<file path="config.mk">
export PLATFORM = sky130hd
export DESIGN_NAME = mcl_channel_end_flat
export DESIGN_NICKNAME = d
export VERILOG_FILES = /design/src/verilog/mcl_pkg.sv /design/src/verilog/mcl_link_if.sv /design/src/verilog/mcl_channel_end.sv /design/src/verilog/mcl_skid.sv /design/src/flat_wrapper.sv
export SDC_FILE = /design/constraint.sdc
export NUM_CORES = 1
export LEC_CHECK = 0
export BUFFER_PORTS_ARGS = -buffer_cell sky130_fd_sc_hd__buf_2
export CAP_MARGIN = 10
export CORE_ASPECT_RATIO = 0.5
export CORE_MARGIN = 1.5
export CORE_UTILIZATION = 61
export CTS_CLUSTER_SIZE = 25
export DETAILED_ROUTE_END_ITERATION = 8
export GPL_TIMING_DRIVEN = 0
export HOLD_SLACK_MARGIN = 0.06
export PLACE_DENSITY = 0.78
export SLEW_MARGIN = 15
export SYNTH_ARGS = -nofsm -noshare
export SYNTH_HDL_FRONTEND = slang
export SYNTH_SLANG_ARGS = --single-unit
</file>
<file path="constraint.sdc">
create_clock -name mclk -period 3.4 [get_ports mclk]
set_input_delay 0.51 -clock mclk [delete_from_list [all_inputs] [get_ports mclk]]
set_output_delay 0.51 -clock mclk [all_outputs]
set_load 0.02 [all_outputs]
</file>
<file path="src/verilog/mcl_pkg.sv">
package mcl_pkg;
  // clock and line timing
  localparam int CLK_NS = 40;
  localparam int BIT_NS = 100;
  localparam int HALF_NS = BIT_NS / 2;
  localparam int HALF_CYC_I = (HALF_NS / CLK_NS) < 1 ? 1 : (HALF_NS / CLK_NS);
  localparam int CELL_CYC_I = 2 * HALF_CYC_I;
  localparam int CNT_W = 8;
  localparam logic [CNT_W-1:0] HALF_CYC = CNT_W'(HALF_CYC_I);
  localparam logic [CNT_W-1:0] HALF_LAST = CNT_W'(HALF_CYC_I - 1);
  // decoder window: a mid-cell edge is one at least three quarters of a cell after the last
  localparam logic [CNT_W-1:0] MID_MIN_CYC = CNT_W'((3 * CELL_CYC_I + 3) / 4);
  localparam logic [CNT_W-1:0] LOCK_LOSS_CYC = CNT_W'(CELL_CYC_I + HALF_CYC_I);
  // collision flag hold time after the last presence edge
  localparam int COL_OFF_NS = 160;
  localparam int COL_PIPE_CYC = 2;
  localparam int COL_HOLD_I = (COL_OFF_NS / CLK_NS) - COL_PIPE_CYC;
  localparam logic [CNT_W-1:0] COL_HOLD_CYC = CNT_W'(COL_HOLD_I < 1 ? 1 : COL_HOLD_I);
  localparam logic [CNT_W-1:0] CNT_ZERO = 8'h00;
  localparam logic [CNT_W-1:0] CNT_ONE = 8'h01;
  // preamble, sent msb first
  localparam int PRE_BITS = 64;
  localparam logic [PRE_BITS-1:0] PREAMBLE = 64'haaaa_aaaa_aaaa_aaab;
  localparam logic [5:0] PRE_FIRST = 6'h3f;
  localparam logic [5:0] PRE_LAST = 6'h00;
  localparam logic IDLE_LEVEL = 1'b0;
  // encoder states
  typedef enum logic [1:0] {
    MCL_IDLE = 2'b00,
    MCL_PRE = 2'b01,
    MCL_DATA = 2'b10
  } mcl_state_t;
endpackage

</file>
<file path="src/verilog/mcl_link_if.sv">
`timescale 1ns/100ps
interface mcl_link_if;
  logic tx_pair;
  logic rx_pair;
  logic col_pair;
  modport channel (
    output tx_pair,
    input rx_pair,
    input col_pair
  );
  modport xcvr (
    input tx_pair,
    output rx_pair,
    output col_pair
  );
endinterface

</file>
<file path="src/verilog/mcl_channel_end.sv">
`timescale 1ns/100ps
module mcl_channel_end (
  // clock and reset
  input wire logic mclk,
  input wire logic arst_n,
  // transceiver cable
  mcl_link_if.channel link,
  // transmit bit stream from the data link
  input wire logic tx_valid,
  input wire logic tx_bit,
  output logic tx_ready,
  output logic tx_active,
  // collision indication
  output logic collision_flag,
  // receive bit stream to the data link
  output logic rx_strobe,
  output logic rx_data,
  output logic rx_valid
);
  import mcl_pkg::*;

  // transmit buffer
  logic buf_valid;
  logic buf_bit;
  logic buf_pop;

  // encoder state
  mcl_state_t state;
  mcl_state_t next_state;
  logic half;
  logic next_half;
  logic [CNT_W-1:0] hcnt;
  logic [CNT_W-1:0] next_hcnt;
  logic [5:0] pidx;
  logic [5:0] next_pidx;
  logic cur;
  logic next_cur;
  logic line;
  logic next_line;
  logic half_end;
  logic cell_end;

  // collision state
  logic col_q;
  logic col_prev;
  logic [CNT_W-1:0] hold;
  logic [CNT_W-1:0] next_hold;
  logic next_collision;
  logic col_edge;

  // decoder state
  logic rx_q;
  logic rx_prev;
  logic [CNT_W-1:0] mcnt;
  logic [CNT_W-1:0] next_mcnt;
  logic locked;
  logic next_locked;
  logic next_rx_strobe;
  logic next_rx_data;
  logic next_rx_valid;
  logic rx_edge;

  mcl_skid #(
    .WIDTH(1)
  ) u_buf (
    .mclk(mclk),
    .arst_n(arst_n),
    .in_valid(tx_valid),
    .in_ready(tx_ready),
    .in_data(tx_bit),
    .out_valid(buf_valid),
    .out_ready(buf_pop),
    .out_data(buf_bit)
  );

  assign link.tx_pair = line;

  // encoder
  always_comb begin
    next_state = state;
    next_half = half;
    next_hcnt = hcnt;
    next_pidx = pidx;
    next_cur = cur;
    buf_pop = 1'b0;
    half_end = (hcnt == HALF_LAST);
    cell_end = half_end && half;
    if (state != MCL_IDLE) begin
      if (half_end) begin
        next_hcnt = CNT_ZERO;
        next_half = !half;
      end else begin
        next_hcnt = hcnt + CNT_ONE;
      end
    end
    case (state)
      MCL_IDLE: begin
        if (buf_valid) begin
          next_state = MCL_PRE;
          next_half = 1'b0;
          next_hcnt = CNT_ZERO;
          next_pidx = PRE_FIRST;
          next_cur = PREAMBLE[PRE_FIRST];
        end
      end
      MCL_PRE: begin
        if (cell_end) begin
          if (collision_flag || pidx == PRE_LAST) begin
            if (buf_valid) begin
              buf_pop = 1'b1;
              next_cur = buf_bit;
              next_state = MCL_DATA;
            end else begin
              next_state = MCL_IDLE;
            end
          end else begin
            next_pidx = pidx - 6'h01;
            next_cur = PREAMBLE[next_pidx];
          end
        end
      end
      MCL_DATA: begin
        if (cell_end) begin
          if (buf_valid) begin
            buf_pop = 1'b1;
            next_cur = buf_bit;
          end else begin
            next_state = MCL_IDLE;
          end
        end
      end
      default: begin
        next_state = MCL_IDLE;
      end
    endcase
    if (next_state == MCL_IDLE) begin
      next_line = IDLE_LEVEL;
    end else begin
      next_line = next_half ? next_cur : !next_cur;
    end
  end

  always_ff @(posedge mclk or negedge arst_n) begin
    if (!arst_n) begin
      state <= MCL_IDLE;
      half <= 1'b0;
      hcnt <= CNT_ZERO;
      pidx <= PRE_FIRST;
      cur <= 1'b0;
      line <= IDLE_LEVEL;
      tx_active <= 1'b0;
    end else begin
      state <= next_state;
      half <= next_half;
      hcnt <= next_hcnt;
      pidx <= next_pidx;
      cur <= next_cur;
      line <= next_line;
      tx_active <= (next_state != MCL_IDLE);
    end
  end

  // collision flag
  always_comb begin
    col_edge = col_q ^ col_prev;
    if (col_edge) begin
      next_hold = COL_HOLD_CYC;
    end else if (hold != CNT_ZERO) begin
      next_hold = hold - CNT_ONE;
    end else begin
      next_hold = CNT_ZERO;
    end
    next_collision = tx_active && (next_hold != CNT_ZERO);
  end

  always_ff @(posedge mclk or negedge arst_n) begin
    if (!arst_n) begin
      col_q <= 1'b0;
      col_prev <= 1'b0;
      hold <= CNT_ZERO;
      collision_flag <= 1'b0;
    end else begin
      col_q <= link.col_pair;
      col_prev <= col_q;
      hold <= next_hold;
      collision_flag <= next_collision;
    end
  end

  // decoder
  always_comb begin
    rx_edge = rx_q ^ rx_prev;
    next_mcnt = mcnt;
    next_locked = locked;
    next_rx_strobe = 1'b0;
    next_rx_data = rx_data;
    if (rx_edge && (!locked || mcnt >= MID_MIN_CYC)) begin
      next_locked = 1'b1;
      next_mcnt = CNT_ONE;
      next_rx_strobe = 1'b1;
      next_rx_data = rx_q;
    end else begin
      if (mcnt < LOCK_LOSS_CYC) begin
        next_mcnt = mcnt + CNT_ONE;
      end
      if (!rx_edge && mcnt >= LOCK_LOSS_CYC) begin
        next_locked = 1'b0;
      end
    end
    // recovered stream is usable from the first locked cell while no collision is flagged
    next_rx_valid = next_locked && !next_collision;
  end

  always_ff @(posedge mclk or negedge arst_n) begin
    if (!arst_n) begin
      rx_q <= IDLE_LEVEL;
      rx_prev <= IDLE_LEVEL;
      mcnt <= LOCK_LOSS_CYC;
      locked <= 1'b0;
      rx_strobe <= 1'b0;
      rx_data <= 1'b0;
      rx_valid <= 1'b0;
    end else begin
      rx_q <= link.rx_pair;
      rx_prev <= rx_q;
      mcnt <= next_mcnt;
      locked <= next_locked;
      rx_strobe <= next_rx_strobe;
      rx_data <= next_rx_data;
      rx_valid <= next_rx_valid;
    end
  end
endmodule

</file>
<file path="src/verilog/mcl_skid.sv">
`timescale 1ns/100ps
module mcl_skid #(
  parameter int WIDTH = 1
) (
  // clock and reset
  input wire logic mclk,
  input wire logic arst_n,
  // fill side
  input wire logic in_valid,
  output logic in_ready,
  input wire logic [WIDTH-1:0] in_data,
  // drain side
  output logic out_valid,
  input wire logic out_ready,
  output logic [WIDTH-1:0] out_data
);
  logic [WIDTH-1:0] slot0;
  logic [WIDTH-1:0] slot1;
  logic [1:0] fill;
  logic [WIDTH-1:0] next_slot0;
  logic [WIDTH-1:0] next_slot1;
  logic [1:0] next_fill;
  logic push;
  logic pop;
  logic next_in_ready;

  assign out_valid = (fill != 2'h0);
  assign out_data = slot0;

  always_comb begin
    push = in_valid && in_ready;
    pop = out_valid && out_ready;
    next_slot0 = slot0;
    next_slot1 = slot1;
    next_fill = fill;
    case ({push, pop})
      2'b10: begin
        if (fill == 2'h0) begin
          next_slot0 = in_data;
        end else begin
          next_slot1 = in_data;
        end
        next_fill = fill + 2'h1;
      end
      2'b01: begin
        next_slot0 = slot1;
        next_fill = fill - 2'h1;
      end
      2'b11: begin
        if (fill == 2'h1) begin
          next_slot0 = in_data;
        end else begin
          next_slot0 = slot1;
          next_slot1 = in_data;
        end
      end
      default: begin
      end
    endcase
    // ready is registered so the fill-side port comes straight from a flop
    next_in_ready = (next_fill != 2'h2);
  end

  always_ff @(posedge mclk or negedge arst_n) begin
    if (!arst_n) begin
      slot0 <= '0;
      slot1 <= '0;
      fill <= 2'h0;
      in_ready <= 1'b1;
    end else begin
      slot0 <= next_slot0;
      slot1 <= next_slot1;
      fill <= next_fill;
      in_ready <= next_in_ready;
    end
  end
endmodule

</file>
<file path="src/flat_wrapper.sv">
// flat-port wrapper written by rule: the top's interface ports become plain ports
module mcl_channel_end_flat import mcl_pkg::*;
  (mclk, arst_n, tx_valid, tx_bit, tx_ready, tx_active, collision_flag, rx_strobe, rx_data, rx_valid, link_tx_pair, link_rx_pair, link_col_pair);
  mcl_link_if link_i ();
  input wire logic mclk;
  input wire logic arst_n;
  input wire logic tx_valid;
  input wire logic tx_bit;
  output logic tx_ready;
  output logic tx_active;
  output logic collision_flag;
  output logic rx_strobe;
  output logic rx_data;
  output logic rx_valid;
  output wire logic [$bits(link_i.tx_pair)-1:0] link_tx_pair;
  input wire logic [$bits(link_i.rx_pair)-1:0] link_rx_pair;
  input wire logic [$bits(link_i.col_pair)-1:0] link_col_pair;
  assign link_tx_pair = link_i.tx_pair;
  assign link_i.rx_pair = link_rx_pair;
  assign link_i.col_pair = link_col_pair;
  mcl_channel_end u_core (.mclk(mclk), .arst_n(arst_n), .link(link_i), .tx_valid(tx_valid), .tx_bit(tx_bit), .tx_ready(tx_ready), .tx_active(tx_active), .collision_flag(collision_flag), .rx_strobe(rx_strobe), .rx_data(rx_data), .rx_valid(rx_valid));
endmodule
</file>
### Word level (Yosys, flattened, before mapping)

Memory sizes are Yosys's and may differ from the RTL's.
Cells that the tools add are included.

| storage, ports and cells | value |
|---|---|
| register bits | 50 |
| bits in latches | 0 |
| RAM bits | 0 |
| memory bits (read-only) | 64 |
| input port bits | 6 |
| output and inout port bits | 7 |
| memories | 1 |

| operators by class | value |
|---|---|
| add/sub/neg operators | 6 |
| $mul | 0 |
| divide/modulo/power cells | 0 |
| $lt $le $gt $ge | 4 |
| equality and inequality tests | 13 |
| shifts and indexed selects | 0 |
| muxes and demuxes | 47 |
| bitwise logic cells | 2 |
| reductions and logical operators | 31 |

Memory list:

| name | words | width | read ports | clocked after memory_dff | write ports | RTL line | source |
|---|---|---|---|---|---|---|---|
| (no name shown) | 64 | 1 | 1 | 0 | 0 | mcl_channel_end.sv:118 | `next_cur = PREAMBLE[next_pidx];` |

Operator list:

| kind | count |
|---|---|
| 8-bit two-way mux | 8 |
| 1-bit two-way mux | 23 |
| 6-bit two-way mux | 3 |
| 8-bit by 1-bit adder with 8-bit output, second input constant | 2 |
| 8-bit by 2-bit >= comparator with 1-bit output, second input constant | 2 |
| 8-bit nonzero test | 2 |
| 2-bit two-way mux | 6 |
| 2-bit inequality test, second input constant | 6 |
| 6-bit one-hot mux with 2 select lines | 1 |
| 2-bit nonzero test | 6 |
| 8-bit zero test | 1 |
| 8-bit by 2-bit less-than comparator with 1-bit output, second input constant | 1 |
| 8-bit by 1-bit subtractor with 8-bit output, second input constant | 1 |
| 1-bit logical AND | 7 |
| 6-bit by 7-bit less-than comparator with 1-bit output, second input constant | 1 |
| 2-bit by 1-bit == test with 1-bit output, second input constant | 3 |
| 2-bit == test, second input constant | 3 |
| 2-bit zero test | 3 |
| 6-bit zero test | 1 |
| 1-bit one-hot mux with 3 select lines | 2 |
| 2-bit one-hot mux with 3 select lines | 1 |
| 6-bit by 1-bit subtractor with 6-bit output, second input constant | 1 |
| 1-bit zero test | 5 |
| 1-bit one-hot mux with 2 select lines | 2 |
| other kinds (10) | 12 |

### Depth between registers and ports, before layout

| depth | value |
|---|---|
| depth after elaboration | 9 |
| mapped depth | 12 |
| mapped depth without buffers | 12 |

### Cells and area by module

A second synthesis with hierarchy kept.

| second synthesis, totals | value |
|---|---|
| cells, all modules | 301 |
| area, all modules | 2850.2 µm² |

Modules (own cells, without submodules):

| module | instances | cells each | area each (µm²) | seq. area each (µm²) |
|---|---|---|---|---|
| mcl_channel_end | 1 | 260 | 2476.1 | 1136.1 |
| mcl_skid | 1 | 41 | 374.1 | 126.4 |

### Worst setup path after synthesis

OpenSTA, ideal clock, no wires.

| timing path | value |
|---|---|
| path type | reg2reg |
| start point | reg u_core.hcnt[5] |
| end point | reg u_core.u_buf.slot1 |
| setup time | 0.125 ns |
| data arrival time | 2.314 ns |
| required time | 3.275 ns |
| path slack | 0.961 ns |
| stages on the path, launching flop included | 11 |
| path buffers | 0 |
| clock period less this slack | 2.439 ns |
| cells stage by stage | dfrtp_1 > nor4_1 > and3_1 > ha_1 > inv_1 > nor2_1 > o211a_1 > inv_1 > ha_1 > a221oi_1 > mux2_2 |

| on the way | value |
|---|---|
| longest elaborated chain between the ends | 8 |
| elaborated cells between the ends (all ways) | 13 |
| classes of those cells | 4 x eq/ne; 4 x mux; 5 x reduce/logical |

Ends and longest elaborated chain:

| item | RTL line | source |
|---|---|---|
| from (decl) | mcl_channel_end.sv:32 | `logic [CNT_W-1:0] hcnt;` |
| from (signal assigned) | mcl_channel_end.sv:155 | `hcnt <= next_hcnt;` |
| 8-bit zero test * | mcl_channel_end.sv:86 | `half_end = (hcnt == HALF_LAST);` |
| 1-bit logical AND * | mcl_channel_end.sv:87 | `cell_end = half_end && half;` |
| 1-bit two-way mux (on tied branches) | mcl_channel_end.sv:123, mcl_channel_end.sv:107 |  |
| 1-bit one-hot mux with 2 select lines * | mcl_channel_end.sv:96 | `case (state)` |
| 1-bit logical AND * | mcl_skid.sv:32 | `pop = out_valid && out_ready;` |
| 2-bit == test | mcl_skid.sv:36 | `case ({push, pop})` |
| 2-bit inequality test (no source line) or 2-bit nonzero test (tied branches) | - |  |
| 3-bit AND reduction (no source line) | - |  |
| to (signal assigned) | mcl_skid.sv:72 | `slot1 <= next_slot1;` |
| to (decl) | mcl_skid.sv:18 | `logic [WIDTH-1:0] slot1;` |

Mark *: on every way between the ends. The rest lies on a longest branch, timed or not.
A chain may end at the register's enable or synchronous reset.

### Final worst setup path

Ends and elaborated chain as after synthesis.

==> results.yml <==
clock_tree:
  clkLatencyLatePin_ns: 0.31
  cts_resized: 0
  cts.sinks: 50
  cts_max_path_buffers: 2
  root_buffer: "clkbuf_8"
  ctsHtreeMaxLevel: 2
  hold_buffers: 0
  numCtsBuffers: 5
  clk_pin_slew_worst_paths_ns: 0.10
  cts_tree: "built"
  cts_setup_buffers: 0
synthesis:
  synthArstFlopShare: 1.00
  synth_top_cell_by_area: "dfrtp_1"
  synth_cell_type_count: 51
  yosysMostFrequentCell: "dfrtp_1"
  synth_area_leaders: "dfrtp_1, ha_1, dfstp_2"
  synth_area_mm2: 0.00270
  synth_top_flop_cell: "dfrtp_1"
  synth.top_cell.area_share: 0.381
  synth-seq-cells: 50
  yosysSeqAreaShare: 0.468
  avgSynthCellArea_um2: 10.1
  synth_common_cells: "dfrtp_1, inv_1, nand2_1"
  synth-edff-count: 0
  yosys_warnings: 0
  syn_nets: 294
  synth_cells: 268
sta:
  tns_ns: 0
  skew_ns: 0.00731
  fin_crit_sh: 0.852
  slew_headroom: 0.593
  setup_viol_count_final: 0
  hold_violations: 0
  tightestPinTransition_ns: 0.611
  drv_slew: 0
  clock.fmax_mhz: 345
  period_minus_slack_ns: 2.90
  hold_ws_ns: 0.203
  grt_setup_unrepaired: "no"
floorplan:
  dieArea_mm2: 0.00485
  ios: 13
  die_width_um: 97.0
  die_h_um: 50.0
  initial_utilization: 0.663
  placementRows: 16
  core_mm2: 0.00406
placed_design:
  post-place-cells: 334
  port-buffer-count: 12
  place_congestion: 0.806
  dp_hpwl_um: 3540
  dpl_cell_area_mm2: 0.00282
grt:
  antenna_found_initial: 0
  gr-usage-all-layers: 0.222
  grt_max_degree: 51
  grt_pass1_vias: 1932
  grt_overflow_total: 0
  grt_pass1_wl_um: 8450
run:
  drv_cap: 0
drt:
  drc: 0
  drtIter0Drc: 68
  drt-vias-per-instance: 5.68
  wirelength_um: 4780
  wl_per_cell_um: 14.0
  vias: 1941
  dr.pass1.iters: 4
  ant_nets: 0
power_and_ir_drop:
  peakVddDrop_uv: 390
  leakage_nw: 1.35
  power_density_mw_per_mm2: 830
finish:
  fin_util: 0.720
  final_area_mm2: 0.00292
  drive_gt1_frac: 0.167
  finalNetCount: 313
  n_antenna_cell: 0
  final_cell_count_no_fill: 342
  area_growth_pct: 8.45
critical_path:
  worstPathMaxFanout: 7
  critPathCaptureType: "register"
  start_kind: "register"
  critPathArrivalTime_ns: 3.10
  criticalPathCategory: "reg2reg"
  cp.required_ns: 3.61
hold_path:
  min_path_type: "in2async"
status:
  status: "finished clean"
[cell families (layout without fill, tap and decap cells)]
logic type,Yosys count,after routing,synth area share
buffers and inverters,28,48,0.0436
XOR/XNOR,11,11,0.0357
flip-flops,50,50,0.468
AO/OA/AOI/OAI,57,57,0.138
adder cells (fa/ha/maj),20,20,0.0928
AND/OR/NAND/NOR,94,94,0.191
multiplexers,8,8,0.0306
[cell type report]
cell class	count	area (µm²)
Buffer	6	35.0
Clock inverter	3	28.8
Tap cell	54	67.6
Clock buffer	5	68.8
Inverter	22	82.6
Sequential cell	50	1260
Fill cell	307	1140
Multi-Input combinational cell	190	1320
Timing Repair Buffer	12	62.6
[path summary, 6_finish.rpt]
check / start / end / slack [ns] / depth (start not counted)
setup / recovery: u_core.hcnt[5] / u_core.u_buf.slot1 / 0.50 / 10
hold / removal: arst_n / u_core.hold[0] / 0.20 / 1
setup reg to reg: u_core.hcnt[5] / u_core.u_buf.slot1 / 0.50 / 10
hold reg to reg: u_core.col_q / u_core.col_prev / 0.42 / 0
max in group asynchronous: arst_n / u_core.hcnt[2] / 2.79 / 1
min in group mclk: link_rx_pair / u_core.rx_q / 0.30 / 1
[metrics by stage]
| step | power [mW] | setup WS [ns] |
|---|---|---|
| CTS | 2.44 | 0.493 |
| finish | 2.43 | 0.505 |
| global placement | 1.99 | 0.677 |
| detailed placement | 2.06 | 0.533 |
| global route | 2.65 | 0.250 |
| floorplan | 1.78 | 0.961 |
[metal layers]
layer	wire length, µm	track usage	vias to the layer above
met5	0	0	-
met4	90	0.0821	0
met3	160	0.0525	12
met2	2300	0.382	25
met1	2230	0.276	943
li1	-	-	961
[worst max-delay path, cell delays in order (launching register included)]
cell	delay [ns]
dfrtp_1	0.43
nor4_1	0.30
and3_1	0.23
ha_1	0.29
inv_1	0.10
nor2_1	0.16
o211a_1	0.24
inv_1	0.11
ha_1	0.23
a221oi_1	0.33
mux2_2	0.38
[power breakdown]
group	internal (mW)	switching [mW]	total (mW)
Clock	0.154	0.222	0.376
Sequential	0.780	0.147	0.926
Combinational	0.463	0.662	1.13
Total	1.40	1.03	2.43
[flip-flops by register name, summed over array words and instances, names as in the netlist, 2 cells and up]
register,cells
u_core.mcnt,8
u_core.state,2
u_core.pidx,6
u_core.hcnt,8
u_core.u_buf.fill,2
u_core.hold,8
[cells in the final DEF (no fill, tap or decap), types with 4 or more instances in the layout]
cell type  count
dfrtp_1       41
nand3_1        6
xor2_1         4
nor3_1         5
clkbuf_8       5
a31oi_1        5
a21oi_1       12
nor2_1        19
mux2i_1        6
nand2b_1       8
o21ai_0       18
nor2b_1       11
nand2_1       21
ha_1          20
dfstp_2        9
nor4_1         5
inv_1         22
xnor2_1        7
buf_2         15
Power figures use the tool's default switching activity.
